$ cat src/inc/bioc_pkg.sv
// package: register map, mode codes and reset values of the port block
package bioc_pkg;
    localparam int          BIOC_WIDTH         = 8;
    localparam logic [7:0]  BIOC_OFF_DATA_A    = 8'hC0;
    localparam logic [7:0]  BIOC_OFF_DATA_B    = 8'hC1;
    localparam logic [7:0]  BIOC_OFF_DIR_A     = 8'hC4;
    localparam logic [7:0]  BIOC_OFF_DIR_B     = 8'hC5;
    localparam logic [7:0]  BIOC_OFF_OPT_A     = 8'hCC;
    localparam logic [7:0]  BIOC_OFF_OPT_B     = 8'hCD;
    localparam logic [7:0]  BIOC_RESET_VALUE   = 8'h00;
    localparam logic [1:0]  BIOC_TRIG_FALL     = 2'h0;
    localparam logic [1:0]  BIOC_TRIG_RISE     = 2'h1;
    localparam logic [1:0]  BIOC_TRIG_LOW      = 2'h2;
    localparam logic [2:0]  BIOC_ADC_SEL_RESET = 3'h0;
    // pads sit high on their pull-ups once reset has cleared every mode
    localparam logic [7:0]  BIOC_PIN_IDLE      = 8'hFF;

    // per-line decoded mode, one-hot
    typedef enum logic [5:0] {
        BIOC_IN_PULLUP  = 6'b000001,
        BIOC_IN_HIZ     = 6'b000010,
        BIOC_IN_IRQ     = 6'b000100,
        BIOC_IN_ANALOG  = 6'b001000,
        BIOC_OUT_OD     = 6'b010000,
        BIOC_OUT_PP     = 6'b100000
    } bioc_mode_e;
endpackage

$ cat src/inc/bioc_bank_if.sv
// interface: one bank's configuration and pin signals between top and bank logic
`timescale 1ns/100ps
interface bioc_bank_if #(parameter int W = 8);
    logic [W-1:0] data_q;
    logic [W-1:0] dir_q;
    logic [W-1:0] opt_q;
    logic [W-1:0] pin_sync;
    logic [1:0]   trig_mode;
    logic [W-1:0] pin_out;
    logic [W-1:0] pin_oe_n;
    logic [W-1:0] pull_en;
    logic [W-1:0] analog_sel;
    logic [W-1:0] read_val;
    logic         irq;
    modport top  (output data_q, dir_q, opt_q, pin_sync, trig_mode,
                  input pin_out, pin_oe_n, pull_en, analog_sel, read_val, irq);
    modport bank (input data_q, dir_q, opt_q, pin_sync, trig_mode,
                  output pin_out, pin_oe_n, pull_en, analog_sel, read_val, irq);
endinterface

$ cat src/rtl/bioc_bank.sv
// bank logic: per-line mode decode, pin drive, read mux and interrupt trigger
`timescale 1ns/100ps
module bioc_bank
    import bioc_pkg::*;
#(
    parameter int W = BIOC_WIDTH
) (
    input  wire logic sys_clk,
    input  wire logic rstn,
    bioc_bank_if.bank bus
);
    typedef struct packed {
        logic [W-1:0] pin_prev;
        logic         irq;
    } bioc_bank_s;

    // a zero here would fake a rising edge just after reset
    localparam bioc_bank_s BIOC_BANK_RST = '{pin_prev: BIOC_PIN_IDLE[W-1:0], irq: 1'b0};

    bioc_bank_s st_reg;
    bioc_bank_s st_next;
    logic [W-1:0] irq_lines;

    function automatic bioc_mode_e bioc_decode(input logic d, input logic o, input logic v);
        bioc_mode_e m;
        m = BIOC_IN_PULLUP;
        unique case ({d, o, v})
            3'b000: m = BIOC_IN_PULLUP;
            3'b001: m = BIOC_IN_HIZ;
            3'b010: m = BIOC_IN_IRQ;
            3'b011: m = BIOC_IN_ANALOG;
            3'b100,
            3'b101: m = BIOC_OUT_OD;
            3'b110,
            3'b111: m = BIOC_OUT_PP;
        endcase
        return m;
    endfunction

    always_comb begin
        bioc_mode_e m;
        m = BIOC_IN_PULLUP;
        for (int i = 0; i < W; i++) begin
            m = bioc_decode(bus.dir_q[i], bus.opt_q[i], bus.data_q[i]);
            bus.pull_en[i]    = (m == BIOC_IN_PULLUP) || (m == BIOC_IN_IRQ);
            bus.analog_sel[i] = (m == BIOC_IN_ANALOG);
            irq_lines[i]      = (m == BIOC_IN_IRQ);
            bus.pin_out[i]    = bus.data_q[i];
            // open drain: enable only while driving low; oe is active low
            bus.pin_oe_n[i]   = !((m == BIOC_OUT_PP) ||
                                  ((m == BIOC_OUT_OD) && !bus.data_q[i]));
            bus.read_val[i]   = bus.dir_q[i] ? bus.data_q[i] : bus.pin_sync[i];
        end
    end

    always_comb begin
        logic any;
        any = 1'b0;
        st_next = st_reg;
        st_next.pin_prev = bus.pin_sync;
        for (int i = 0; i < W; i++) begin
            unique case (bus.trig_mode)
                BIOC_TRIG_FALL: any |= irq_lines[i] & st_reg.pin_prev[i] & !bus.pin_sync[i];
                BIOC_TRIG_RISE: any |= irq_lines[i] & !st_reg.pin_prev[i] & bus.pin_sync[i];
                default:        any |= irq_lines[i] & !bus.pin_sync[i];
            endcase
        end
        st_next.irq = any;
    end

    always_ff @(posedge sys_clk or negedge rstn) begin
        if (!rstn) begin
            st_reg <= BIOC_BANK_RST;
        end else begin
            st_reg <= st_next;
        end
    end

    assign bus.irq = st_reg.irq;
endmodule

$ cat src/rtl/bioc_top.sv
// top: two byte-wide configurable port banks behind data-space registers
`timescale 1ns/100ps
// What this block does
// input: 00 pull-up, 01 hiz, 10 irq, 11 analog
// output: option 0 open-drain, 1 push-pull
// interrupt lines trigger on fall, rise or low
// analog lines routed to converter multiplexer
// software selects at most one analog line
// input lines read back pin level
// data latch selects input characteristics
// software avoids bit read-modify-write on inputs
// software masks unimplemented bits
// registers at C0/C1, C4/C5, CC/CD
// software uses only safe mode transitions
// reset clears all registers, pull-up inputs
// output lines drive data latch value
// input without pull-up is high impedance
module bioc_top
    import bioc_pkg::*;
#(
    parameter int W = BIOC_WIDTH
) (
    input  wire logic         sys_clk,
    input  wire logic         rstn,
    input  wire logic [7:0]   reg_addr,
    input  wire logic         reg_wr,
    input  wire logic         reg_rd,
    input  wire logic [7:0]   reg_wdata,
    output logic      [7:0]   reg_rdata,
    output logic              reg_hit,
    input  wire logic [1:0]   trig_mode_a,
    input  wire logic [1:0]   trig_mode_b,
    input  wire logic [W-1:0] bank_a_pin_in,
    output logic      [W-1:0] bank_a_pin_out,
    output logic      [W-1:0] bank_a_pin_oe_n,
    output logic      [W-1:0] bank_a_pull_en,
    input  wire logic [W-1:0] bank_b_pin_in,
    output logic      [W-1:0] bank_b_pin_out,
    output logic      [W-1:0] bank_b_pin_oe_n,
    output logic      [W-1:0] bank_b_pull_en,
    output logic      [2*W-1:0] analog_sel,
    output logic              irq_a,
    output logic              irq_b
);
    // one byte per bank on the register bus, so wider banks cannot be served
    if (W < 1 || W > 8) begin
        $error("bioc_top: W must be 1..8");
    end

    typedef struct packed {
        logic [W-1:0] data_a;
        logic [W-1:0] data_b;
        logic [W-1:0] dir_a;
        logic [W-1:0] dir_b;
        logic [W-1:0] opt_a;
        logic [W-1:0] opt_b;
        logic [W-1:0] meta_a;
        logic [W-1:0] sync_a;
        logic [W-1:0] meta_b;
        logic [W-1:0] sync_b;
        logic [7:0]   rdata;
        logic         hit;
    } bioc_top_s;

    bioc_top_s st_reg;
    bioc_top_s st_next;
    logic [5:0] reg_sel;

    // synchronisers start at the idle pad level, so no false edge follows reset
    localparam bioc_top_s BIOC_TOP_RST = '{
        data_a: '0,
        data_b: '0,
        dir_a:  '0,
        dir_b:  '0,
        opt_a:  '0,
        opt_b:  '0,
        meta_a: BIOC_PIN_IDLE[W-1:0],
        sync_a: BIOC_PIN_IDLE[W-1:0],
        meta_b: BIOC_PIN_IDLE[W-1:0],
        sync_b: BIOC_PIN_IDLE[W-1:0],
        rdata:  BIOC_RESET_VALUE,
        hit:    1'b0
    };

    bioc_bank_if #(.W(W)) if_a ();
    bioc_bank_if #(.W(W)) if_b ();

    assign if_a.data_q    = st_reg.data_a;
    assign if_a.dir_q     = st_reg.dir_a;
    assign if_a.opt_q     = st_reg.opt_a;
    assign if_a.pin_sync  = st_reg.sync_a;
    assign if_a.trig_mode = trig_mode_a;
    assign if_b.data_q    = st_reg.data_b;
    assign if_b.dir_q     = st_reg.dir_b;
    assign if_b.opt_q     = st_reg.opt_b;
    assign if_b.pin_sync  = st_reg.sync_b;
    assign if_b.trig_mode = trig_mode_b;

    bioc_bank #(.W(W)) u_bank_a (
        .sys_clk (sys_clk),
        .rstn    (rstn),
        .bus     (if_a.bank)
    );

    bioc_bank #(.W(W)) u_bank_b (
        .sys_clk (sys_clk),
        .rstn    (rstn),
        .bus     (if_b.bank)
    );

    function automatic logic [7:0] bioc_widen(input logic [W-1:0] v);
        logic [7:0] r;
        r = BIOC_RESET_VALUE;
        r[W-1:0] = v;
        return r;
    endfunction

    // one-hot register select, shared by the write and the read path
    function automatic logic [5:0] bioc_reg_sel(input logic [7:0] a);
        logic [5:0] s;
        s = 6'h00;
        unique case (a)
            BIOC_OFF_DATA_A: s = 6'h01;
            BIOC_OFF_DATA_B: s = 6'h02;
            BIOC_OFF_DIR_A:  s = 6'h04;
            BIOC_OFF_DIR_B:  s = 6'h08;
            BIOC_OFF_OPT_A:  s = 6'h10;
            BIOC_OFF_OPT_B:  s = 6'h20;
            default:         s = 6'h00;
        endcase
        return s;
    endfunction

    assign reg_sel = bioc_reg_sel(reg_addr);

    always_comb begin
        st_next = st_reg;
        // pins are asynchronous to sys_clk; two stages before any reader
        st_next.meta_a = bank_a_pin_in;
        st_next.sync_a = st_reg.meta_a;
        st_next.meta_b = bank_b_pin_in;
        st_next.sync_b = st_reg.meta_b;
        st_next.rdata  = BIOC_RESET_VALUE;
        st_next.hit    = 1'b0;
        // unmapped writes fall through; bits above W are dropped on purpose
        if (reg_wr) begin
            if (reg_sel[0]) st_next.data_a = reg_wdata[W-1:0];
            if (reg_sel[1]) st_next.data_b = reg_wdata[W-1:0];
            if (reg_sel[2]) st_next.dir_a  = reg_wdata[W-1:0];
            if (reg_sel[3]) st_next.dir_b  = reg_wdata[W-1:0];
            if (reg_sel[4]) st_next.opt_a  = reg_wdata[W-1:0];
            if (reg_sel[5]) st_next.opt_b  = reg_wdata[W-1:0];
        end
        if (reg_rd) begin
            st_next.hit = |reg_sel;
            unique case (reg_sel)
                // input lines show the pin, not the latch
                6'h01:   st_next.rdata = bioc_widen(if_a.read_val);
                6'h02:   st_next.rdata = bioc_widen(if_b.read_val);
                6'h04:   st_next.rdata = bioc_widen(st_reg.dir_a);
                6'h08:   st_next.rdata = bioc_widen(st_reg.dir_b);
                6'h10:   st_next.rdata = bioc_widen(st_reg.opt_a);
                6'h20:   st_next.rdata = bioc_widen(st_reg.opt_b);
                default: st_next.rdata = BIOC_RESET_VALUE;
            endcase
        end
    end

    always_ff @(posedge sys_clk or negedge rstn) begin
        if (!rstn) begin
            st_reg <= BIOC_TOP_RST;
        end else begin
            st_reg <= st_next;
        end
    end

    assign reg_rdata       = st_reg.rdata;
    assign reg_hit         = st_reg.hit;
    assign bank_a_pin_out  = if_a.pin_out;
    assign bank_a_pin_oe_n = if_a.pin_oe_n;
    assign bank_a_pull_en  = if_a.pull_en;
    assign bank_b_pin_out  = if_b.pin_out;
    assign bank_b_pin_oe_n = if_b.pin_oe_n;
    assign bank_b_pull_en  = if_b.pull_en;
    // several analog lines at once would short pins; not blocked here
    assign analog_sel      = {if_b.analog_sel, if_a.analog_sel};
    assign irq_a           = if_a.irq;
    assign irq_b           = if_b.irq;
endmodule

$ cat config.mk
export PLATFORM = sky130hd
export DESIGN_NAME = bioc_top
export DESIGN_NICKNAME = d
export VERILOG_FILES = /design/src/inc/bioc_pkg.sv /design/src/inc/bioc_bank_if.sv /design/src/rtl/bioc_bank.sv /design/src/rtl/bioc_top.sv
export SDC_FILE = /design/constraint.sdc
export NUM_CORES = 1
export LEC_CHECK = 0
export BUFFER_PORTS_ARGS = -buffer_cell sky130_fd_sc_hd__buf_2
export CAP_MARGIN = 10
export CORE_UTILIZATION = 40
export CTS_CLUSTER_SIZE = 10
export DETAILED_ROUTE_END_ITERATION = 6
export PLACE_DENSITY_LB_ADDON = 0.3
export SETUP_SLACK_MARGIN = 0.5
export SYNTH_ARGS = -nofsm -noshare
export SYNTH_HDL_FRONTEND = slang
export SYNTH_SLANG_ARGS = --single-unit
$ cat constraint.sdc
create_clock -name sys_clk -period 2 [get_ports sys_clk]
set_input_delay 0.2 -clock sys_clk [delete_from_list [all_inputs] [get_ports sys_clk]]
set_output_delay 0.2 -clock sys_clk [all_outputs]
set_load 0.1 [all_outputs]
* After elaboration in Yosys (flattened, before gate mapping)
Memory sizes are Yosys's and may differ from the RTL's.
Index checks and enable logic that the tools add are counted.
** Storage, ports and cells
- Bits in registers :: 107
- Latch bits :: 0
- Memory bits (writable) :: 0
- Bits in read-only memories :: 768
- Logic and storage cells :: 404
- Memories kept :: 16
** Operators by class
- Add/subtract/negate cells :: 0
- Multiply operators :: 0
- Divide/modulo/power cells :: 0
- Order comparisons :: 0
- Equality and inequality tests :: 94
- Shifts and indexed selects :: 0
- Mux-type cells :: 35
- Bitwise gates (word level) :: 122
- Reductions and logical operators :: 121
** Memory list
- (no name shown) :: depth 8, bits a word 6, rd ports 1, clocked after memory_dff 0, wr ports 0, line bioc_bank.sv:27 : unique case ({d, o, v})
- (no name shown) :: depth 8, bits a word 6, rd ports 1, clocked after memory_dff 0, wr ports 0, line bioc_bank.sv:27
- (no name shown) :: depth 8, bits a word 6, rd ports 1, clocked after memory_dff 0, wr ports 0, line bioc_bank.sv:27
- (no name shown) :: depth 8, bits a word 6, rd ports 1, clocked after memory_dff 0, wr ports 0, line bioc_bank.sv:27
- (no name shown) :: depth 8, bits a word 6, rd ports 1, clocked after memory_dff 0, wr ports 0, line bioc_bank.sv:27
- (no name shown) :: depth 8, bits a word 6, rd ports 1, clocked after memory_dff 0, wr ports 0, line bioc_bank.sv:27
- +10 memories
** Operator list (count)
- 6-bit by 1-bit equality test with 1-bit output (second input constant) :: 17
- 6-bit by 3-bit equality test with 1-bit output (second input constant) :: 17
- 6-bit by 4-bit equality test with 1-bit output (second input constant) :: 17
- 6-bit by 5-bit equality test with 1-bit output (second input constant) :: 17
- 6-bit equality test (second input constant) :: 17
- 1-bit AND :: 80
- 1-bit zero test :: 64
- 8-bit equality test (second input constant) :: 6
- 8-bit case mux with 6 select lines :: 1
- 1-bit OR :: 42
- 6-bit case mux with 6 select lines :: 1
- 1-bit logical OR :: 32
- 1-bit case mux with 2 select lines :: 16
- 1-bit logical AND :: 16
- 1-bit 2-to-1 mux :: 16
- 2-bit AND reduction :: 6
- 9-bit 2-to-1 mux :: 1
- 6-bit by 2-bit equality test with 1-bit output (second input constant) :: 1
- 6-bit OR reduction :: 1
- 2-bit by 1-bit equality test with 1-bit output (second input constant) :: 2
- 2-bit zero test :: 2

* Depth between registers and ports, before layout
Gate-level depths: netlist (run 1).
An unclocked memory read counts as a cell.
- Word-level depth :: 19
- Gate-level depth with buffers :: 7
- Mapped depth without buffers :: 4

* By module
Synthesis (run 1) repeated with hierarchy kept, for this count alone.
** Second synthesis, totals
- Cells, all modules :: 411
- Area, all modules :: 5156.2 sq um
** By module, submodules not included
- bioc_top :: instances 1, cells an instance 221, area an instance 3475.8 sq um, sequential area each 2267.2 sq um
- bioc_bank at u_bank_b :: instances 1, cells an instance 96, area an instance 862.1 sq um, sequential area each 235.2 sq um
- bioc_bank at u_bank_a :: instances 1, cells an instance 94, area an instance 818.3 sq um, sequential area each 235.2 sq um

* Worst setup path before layout (run 1)
Ideal clock, no wire load.
- Path kind :: reg2out
- Start point :: register st_reg, in the netlist if_b.data_q[7]
- End point :: output analog_sel[15]
- Arrival time :: 3.324 ns
- Slack :: -1.524 ns
- Stages on the path, launching flop included :: 3
- Path buffers :: 0
- Cell sequence :: dfrtp_1 -> inv_1 -> nor3b_1
** Between the ends
- Word-level cells in the longest chain between the ends :: 2
** RTL lines
- from (decl) :: line bioc_top.sv:65 : bioc_top_s st_reg;
- from (signal assigned) :: line bioc_top.sv:173 : st_reg <= st_next;
- memory 8 x 6 bit
- 6-bit by 4-bit equality test with 1-bit output :: line bioc_bank.sv:46 : bus.analog_sel[i] = (m == BIOC_IN_ANALOG);
- to (decl) :: line bioc_top.sv:41 : output logic [2*W-1:0] analog_sel,
Every way passes these cells.

==> results of run 1 <==
-- cell type report --
| cell class | instances | area, um^2 | share of cell area |
|---|---|---|---|
| multi-input cells | 237 | 2514 | 0.3241 |
| well taps | 143 | 178.9 | 0.02307 |
| clock inverters | 6 | 56.30 | 0.007260 |
| inverters | 27 | 116.4 | 0.01500 |
| repair buffers | 193 | 1828 | 0.2357 |
| diodes | 1 | 2.502 | 0.0003227 |
| flip-flops and latches | 107 | 2820 | 0.3637 |
| clock buffers | 10 | 239.0 | 0.03082 |
-- metal layers --
layer  global-route usage  part of all wire
met5                    0                 0
met4              0.05778             0.014
met3              0.04752             0.042
met2               0.3602              0.51
met1               0.2814              0.44
-- placed cells by master, fill, tap and decap left out, types with 5 or more instances in the layout --
cell type	n
mux2_2	40
nor2_4	8
buf_4	43
buf_12	25
o32ai_1	5
nor2b_1	6
o21bai_1	5
inv_2	11
inv_4	6
buf_2	61
clkbuf_16	9
mux2_4	8
or3b_4	7
nand2b_1	8
dlygate4sd3_1	17
mux2i_1	16
o21ai_4	16
nor2_1	8
dfrtp_1	25
dfrtp_2	18
nand3b_1	5
or3b_2	6
mux4_2	7
dfstp_2	48
dfrtp_4	16
o22ai_1	7
nor2_2	8
inv_1	10
nor3b_4	14
buf_6	39
o21a_1	7
-- metrics by stage --
step / total power, mW / setup slack, ns / hold WS (ns)
3_5_place_dp: 3.512 / 0.1786 / 0.1735
2_1_floorplan: 3.239 / 0.1961 / -0.09559
5_1_grt: 5.646 / 0.2132 / 0.1606
4_1_cts: 5.392 / 0.2737 / 0.1639
6_report: 5.433 / 0.2626 / 0.1750
3_3_place_gp: 3.495 / 0.2029 / 0.1739
-- worst max-delay path, stage by stage, from the launching register on --
cell and delay, ns:
dfrtp_2 0.43, or3b_4 0.24, o32ai_1 0.07, or4_1 0.53, a221o_1 0.35
-- power by group through the flow --
stage	Sequential, mW	Clock [mW]	Combinational [mW]
2_1_floorplan	2.63	0	0.614
3_3_place_gp	2.47	0	1.02
6_report	2.44	1.73	1.26
3_5_place_dp	2.48	0	1.03
4_1_cts	2.43	1.78	1.18
5_1_grt	2.45	1.88	1.32
-- worst paths after layout --
check | start | to | slack (ns) | depth (start not counted)
max | if_b.opt_q[5] | u_bank_b.bus.irq | 0.26 | 4
min | reg_wdata[0] | if_a.dir_q[0] | 0.18 | 2
max reg2reg | if_b.opt_q[5] | u_bank_b.bus.irq | 0.26 | 4
min reg2reg | st_next[13] | if_b.pin_sync[4] | 0.35 | 0
max in group asynchronous | rstn | u_bank_a.st_reg[1] | 1.02 | 3
min in group asynchronous | rstn | if_b.data_q[4] | 0.33 | 2
-- cells by family (layout without fill, tap and decap cells) --
kind of cell           count (synthesis)  in the layout  synth area share
and+or+nand+nor                      104            104            0.1382
muxes                                 71             71            0.1820
other                                  0              1                 0
buffers and inverters                 38            236           0.03384
AOI/OAI and AO/OA                     62             62           0.08511
DFF                                  107            107            0.5609
-- what timing repair did --
| action | CTS | global route |
|---|---|---|
| hold endpoints to repair | 33 | 0 |
| hold buffers | 17 | 0 |
| endpoints found under the setup margin | 55 | 62 |
| buffers inserted | 33 | 9 |
| resized for setup | 146 | 58 |
| pin swaps | 22 | 22 |
==> results.md, run 1 <==
- Outcome: complete, no violations
- Switching Share: 0.3252
- Worst setup EP type: register
- RSZ-0062 raised after global routing: true
- Synth unique cells: 42
- Relative slew margins: 0.6868
- CP startpoint kind: register
- DR DRC count: 0
- Share of post-route cells with drive strength above 1: 0.7362
- Int Pwr: 3.666 mW
- CTS sink cnt: 107
- Worst-Skew Late Latency: 0.35 ns
- Yosys top cell by area: dfrtp_1
- Post-Route Utilization: 0.6650
- Avg WL per Cell: 18.18 um
- Detail Route Antenna Nets: 0
- Setup Viol. Count Final: 0
- Clock Tree Buf Depth: 2
- CTS tree: yes
- First-pass GRT wire length: 20670 um
- Die ar.: 12650 um^2
- Synth top cells by count: dfrtp_1, dfstp_2, mux2_2
- Max IR drop VDD: 0.4614 mV
- Prevailing post-synth register cell: dfrtp_1
- Layout Nets: 615
- Via density: 5.355
- Cell area after synthesis: 4881 um^2
- Detailed Place HPWL: 8909 um
- Hold Vio Cnt, Final: 0
- Initial antenna violation count: 1
- Yosys reg bits: 107
- Core area: 11660 um^2
- Placed Cells: 648
- Leak pwr: 3.317 nW
- Clk slew on worst S/H paths: 0.07 ns
- EDFF count, synth: 0
- Power share of the combinational group: 0.232
- Effective utilization at floorplan: 0.4185
- I/O Pins: 115
- Area grow syn2layout: 58.88%
- CP max FO: 4
- Syn Inst Count: 382
- Async S/R FF share, synth: 1.000
- Clock Skew: 0.01017 ns
- Max Cap Viol: 0
- Finished Layout Cells: 724
- Largest register FFs: 16
- Die Height: 112.5 um
- Power Dens Cells: 700.5 nW/um^2
- Drt pass-1 iters: 4
- Sequential-to-total area share from yosys stat: 0.5609
- Post-DP Area: 6275 um^2
- Arrival time at the worst endpoint: 1.96 ns
- Syn Area/Cell: 12.78 um^2
- Sw Pwr: 1.767 mW
- Hold Crit Class: input pin to register
- Drt initial violations: 149
- Slew @ Worst Pin: 0.4580 ns
- Die Span X: 112.5 um
- Synthesis Warnings: 0
- H-tree Lvls: 3
- Largest net degree at the start of global routing: 45
- Final GP Congestion: 0.9384
- Vias in the first global route: 3924
- Synth top area share: 0.3025
- Final Cell Area: 7755 um^2
- Clock power frac: 0.319
- Setup TNS: 0 ns
- Top post-synthesis cells by area: dfrtp_1, dfstp_2, mux2_2
- IO Port Bufs: 114
- Most common cell in the netlist: dfrtp_1
- Total Wirelength: 13160 um
- Crit path required time: 2.22 ns
- Final Max Slew Viols: 0
- Total CTS buffers: 9
- Grt ovf: 0
- Aggregate global-route resource usage: 0.2145
- Vias after detailed routing: 3877
- Final period util: 0.8687
- Clock Tree Root: clkbuf_16
- FMAX: 0.5756 GHz
- Tmin final: 1.737 ns
- Sequential share of power: 0.449
- Core Rows: 39
- Type of the worst setup path: register to register
- Fillers: 850
- Nets in the synthesized netlist: 422
Power figures use the tool's default switching activity.
==> inputs of run 2 (changes only) <==
Settings changed: CORE_UTILIZATION 40 to 45.
==> run 2 against run 1 <==
Critical path depth stayed put. Register-to-register slack lost 0.03 ns. Utilization up 13 points. Global-route usage up 3.9 points. Critical path type unchanged. Critical endpoint is now u_bank_a.bus.irq.
==> results.md, run 2 (same netlist as run 1, synthesis figures left out) <==
- CP startpoint kind: register (unchanged)
- Hold Vio Cnt, Final: 0 (unchanged)
- H-tree Lvls: 3 (unchanged)
- Clock Tree Root: clkbuf_8 (was clkbuf_16)
- Tmin final: 1.765 ns (was 1.737 ns)
- IO Port Bufs: 114 (unchanged)
- Drt pass-1 iters: 4 (unchanged)
- Die ar.: 11270 um^2 (was 12650 um^2)
- Effective utilization at floorplan: 0.4686 (was 0.4185)
- DR DRC count: 0 (unchanged)
- Grt ovf: 0 (unchanged)
- Slew @ Worst Pin: 0.4940 ns (was 0.4580 ns)
- Crit-path max cell delay: 0.58 ns (was 0.53 ns)
- Avg WL per Cell: 19.80 um (was 18.18 um)
- Int Pwr: 3.530 mW (was 3.666 mW)
- Vias after detailed routing: 4161 (was 3877)
- Worst hold slack: 0.1636 ns (was 0.1750 ns)
- Switching Share: 0.3317 (was 0.3252)
- Setup TNS: 0 ns (unchanged)
- Most frequent cells in the layout: buf_4, buf_2, dfstp_2 (was buf_2, dfstp_2, buf_4)
- Power, Total: 5.282 mW (was 5.433 mW)
- Layout Nets: 652 (was 615)
- Drt initial violations: 213 (was 149)
- I/O Pins: 115 (unchanged)
- Clock Skew: 0.007661 ns (was 0.01017 ns)
- Area grow syn2layout: 68.75% (was 58.88%)
- Share of post-route cells with drive strength above 1: 0.7601 (was 0.7362)
- Core Rows: 37 (was 39)
- Total CTS buffers: 9 (unchanged)
- Slowest CP cell: dfstp_2 (was or4_1)
- Aggregate global-route resource usage: 0.2537 (was 0.2145)
- Detailed Place HPWL: 8979 um (was 8909 um)
- Detail Route Antenna Nets: 0 (unchanged)
- Die Span X: 106.1 um (was 112.5 um)
- Core area: 10420 um^2 (was 11660 um^2)
- Setup Viol. Count Final: 0 (unchanged)
- Via density: 5.526 (was 5.355)
- CP max FO: 2 (was 4)
- Clock power frac: 0.270 (was 0.319)
- Final period util: 0.8823 (was 0.8687)
- Final GP Congestion: 0.9148 (was 0.9384)
- Relative slew margins: 0.6729 (was 0.6868)
- Initial antenna violation count: 0 (was 1)
- Type of the worst setup path: register to register (unchanged)
- Worst setup EP type: register (unchanged)
- Most common cell after layout, fill and taps aside: buf_4 (was buf_2)
- Clk slew on worst S/H paths: 0.10 ns (was 0.07 ns)
- Worst-Skew Late Latency: 0.37 ns (was 0.35 ns)
- Die Height: 106.1 um (was 112.5 um)
- FMAX: 0.5667 GHz (was 0.5756 GHz)
- Max IR drop VDD: 0.4069 mV (was 0.4614 mV)
- Largest net degree at the start of global routing: 66 (was 45)
- Power Dens Cells: 641.3 nW/um^2 (was 700.5 nW/um^2)
- Sequential share of power: 0.461 (was 0.449)
- Power share of the combinational group: 0.269 (was 0.232)
- Final Max Slew Viols: 0 (unchanged)
- Outcome: complete, no violations (unchanged)
- Crit path required time: 2.26 ns (was 2.22 ns)
- Hold Crit Class: input pin to register (unchanged)
- Clock Tree Buf Depth: 2 (unchanged)
- Largest register FFs: 16 (unchanged)
- Total Wirelength: 14910 um (was 13160 um)
- Max Cap Viol: 0 (unchanged)
- Arrival time at the worst endpoint: 2.03 ns (was 1.96 ns)
- First-pass GRT wire length: 22050 um (was 20670 um)
- CTS sink cnt: 107 (unchanged)
- Vias in the first global route: 4348 (was 3924)
- Fillers: 589 (was 850)
- CTS tree: yes (unchanged)
- CP cell instances: o21bai_4, o32ai_1, or4_1, a221o_1 (was or3b_4, o32ai_1, or4_1, a221o_1)
- RSZ-0062 raised after global routing: true (unchanged)
- Leak pwr: 3.585 nW (was 3.317 nW)
- ANT cells: 0 (was 1)
- Sw Pwr: 1.752 mW (was 1.767 mW)
## run 2: cell count changes in the layout (fill, tap and decap cells not counted), moves of 7 or more
cell       delta
buf_12       +17
buf_2         -7
buf_4        +26
clkbuf_16     -8
clkbuf_8      +8
## run 2: worst max-delay path: cells and delay by family (launching register included)
family | cells | cell delay (ns)
AO/OA/AOI/OAI | 3 | 0.54
flip-flops | 1 | 0.58
AND/OR/NAND/NOR | 1 | 0.54
## run 2: final timing paths
path / start / to / slack [ns] / cells past startpoint
max in group asynchronous: rstn / if_a.pin_sync[0] / 1.28 / 3
worst min-delay path: reg_wdata[7] / if_b.opt_q[7] / 0.16 / 2
worst min register to register: st_next[13] / if_b.pin_sync[4] / 0.36 / 0
worst max-delay path: if_a.pin_sync[3] / u_bank_a.bus.irq / 0.24 / 4
min in group asynchronous: rstn / u_bank_b.bus.irq / 0.37 / 3
worst max register to register: if_a.pin_sync[3] / u_bank_a.bus.irq / 0.24 / 4
## run 2: metal layers
layer | part of all wire | global-route usage | up-vias
met2 | 0.52 | 0.4272 | 203
met4 | 0.024 | 0.09226 | 0
li1 | - | - | 1842
met1 | 0.39 | 0.3344 | 2086
met5 | 0 | 0 | -
met3 | 0.063 | 0.03495 | 30
## run 2: layout make-up
| class | count | area [um^2] | area share |
|---|---|---|---|
| clock buffers | 12 | 156.4 | 0.01899 |
| clock inverters | 4 | 56.30 | 0.006836 |
| inverters | 27 | 121.4 | 0.01473 |
| multi-input cells | 237 | 2585 | 0.3138 |
| flip-flops and latches | 107 | 2819 | 0.3422 |
| well taps | 136 | 170.2 | 0.02066 |
| repair buffers | 230 | 2328 | 0.2827 |
## run 2: power by group through the flow
stage | registers, mW | clock network, mW | logic [mW]
floorplan | 2.63 | 0 | 0.614
global placement | 2.47 | 0 | 1.02
detailed placement | 2.48 | 0 | 1.04
CTS | 2.43 | 1.44 | 1.25
global route | 2.45 | 1.52 | 1.48
finish | 2.43 | 1.43 | 1.42
## run 2: through the flow
| step | instance area [um^2] | std cells | worst slack [ns] | utilization |
|---|---|---|---|---|
| 3_5_place_dp | 6274 | 642 | 0.1331 | 0.6023 |
| 2_1_floorplan | 5425 | 382 | 0.1961 | - |
| 6_report | 8237 | 753 | 0.2353 | 0.7908 |
| 3_3_place_gp | 6274 | 642 | 0.2012 | 0.6023 |
| 5_1_grt | 8237 | 753 | 0.2231 | 0.7908 |
| 4_1_cts | 7636 | 725 | 0.3025 | 0.7331 |
## run 2: timing repair
item	CTS	global route
pin swaps	22	36
hold endpoints to repair	75	0
hold buffers	17	0
gates resized for setup	174	94
setup buffers	50	28
setup endpoints to repair	58	68
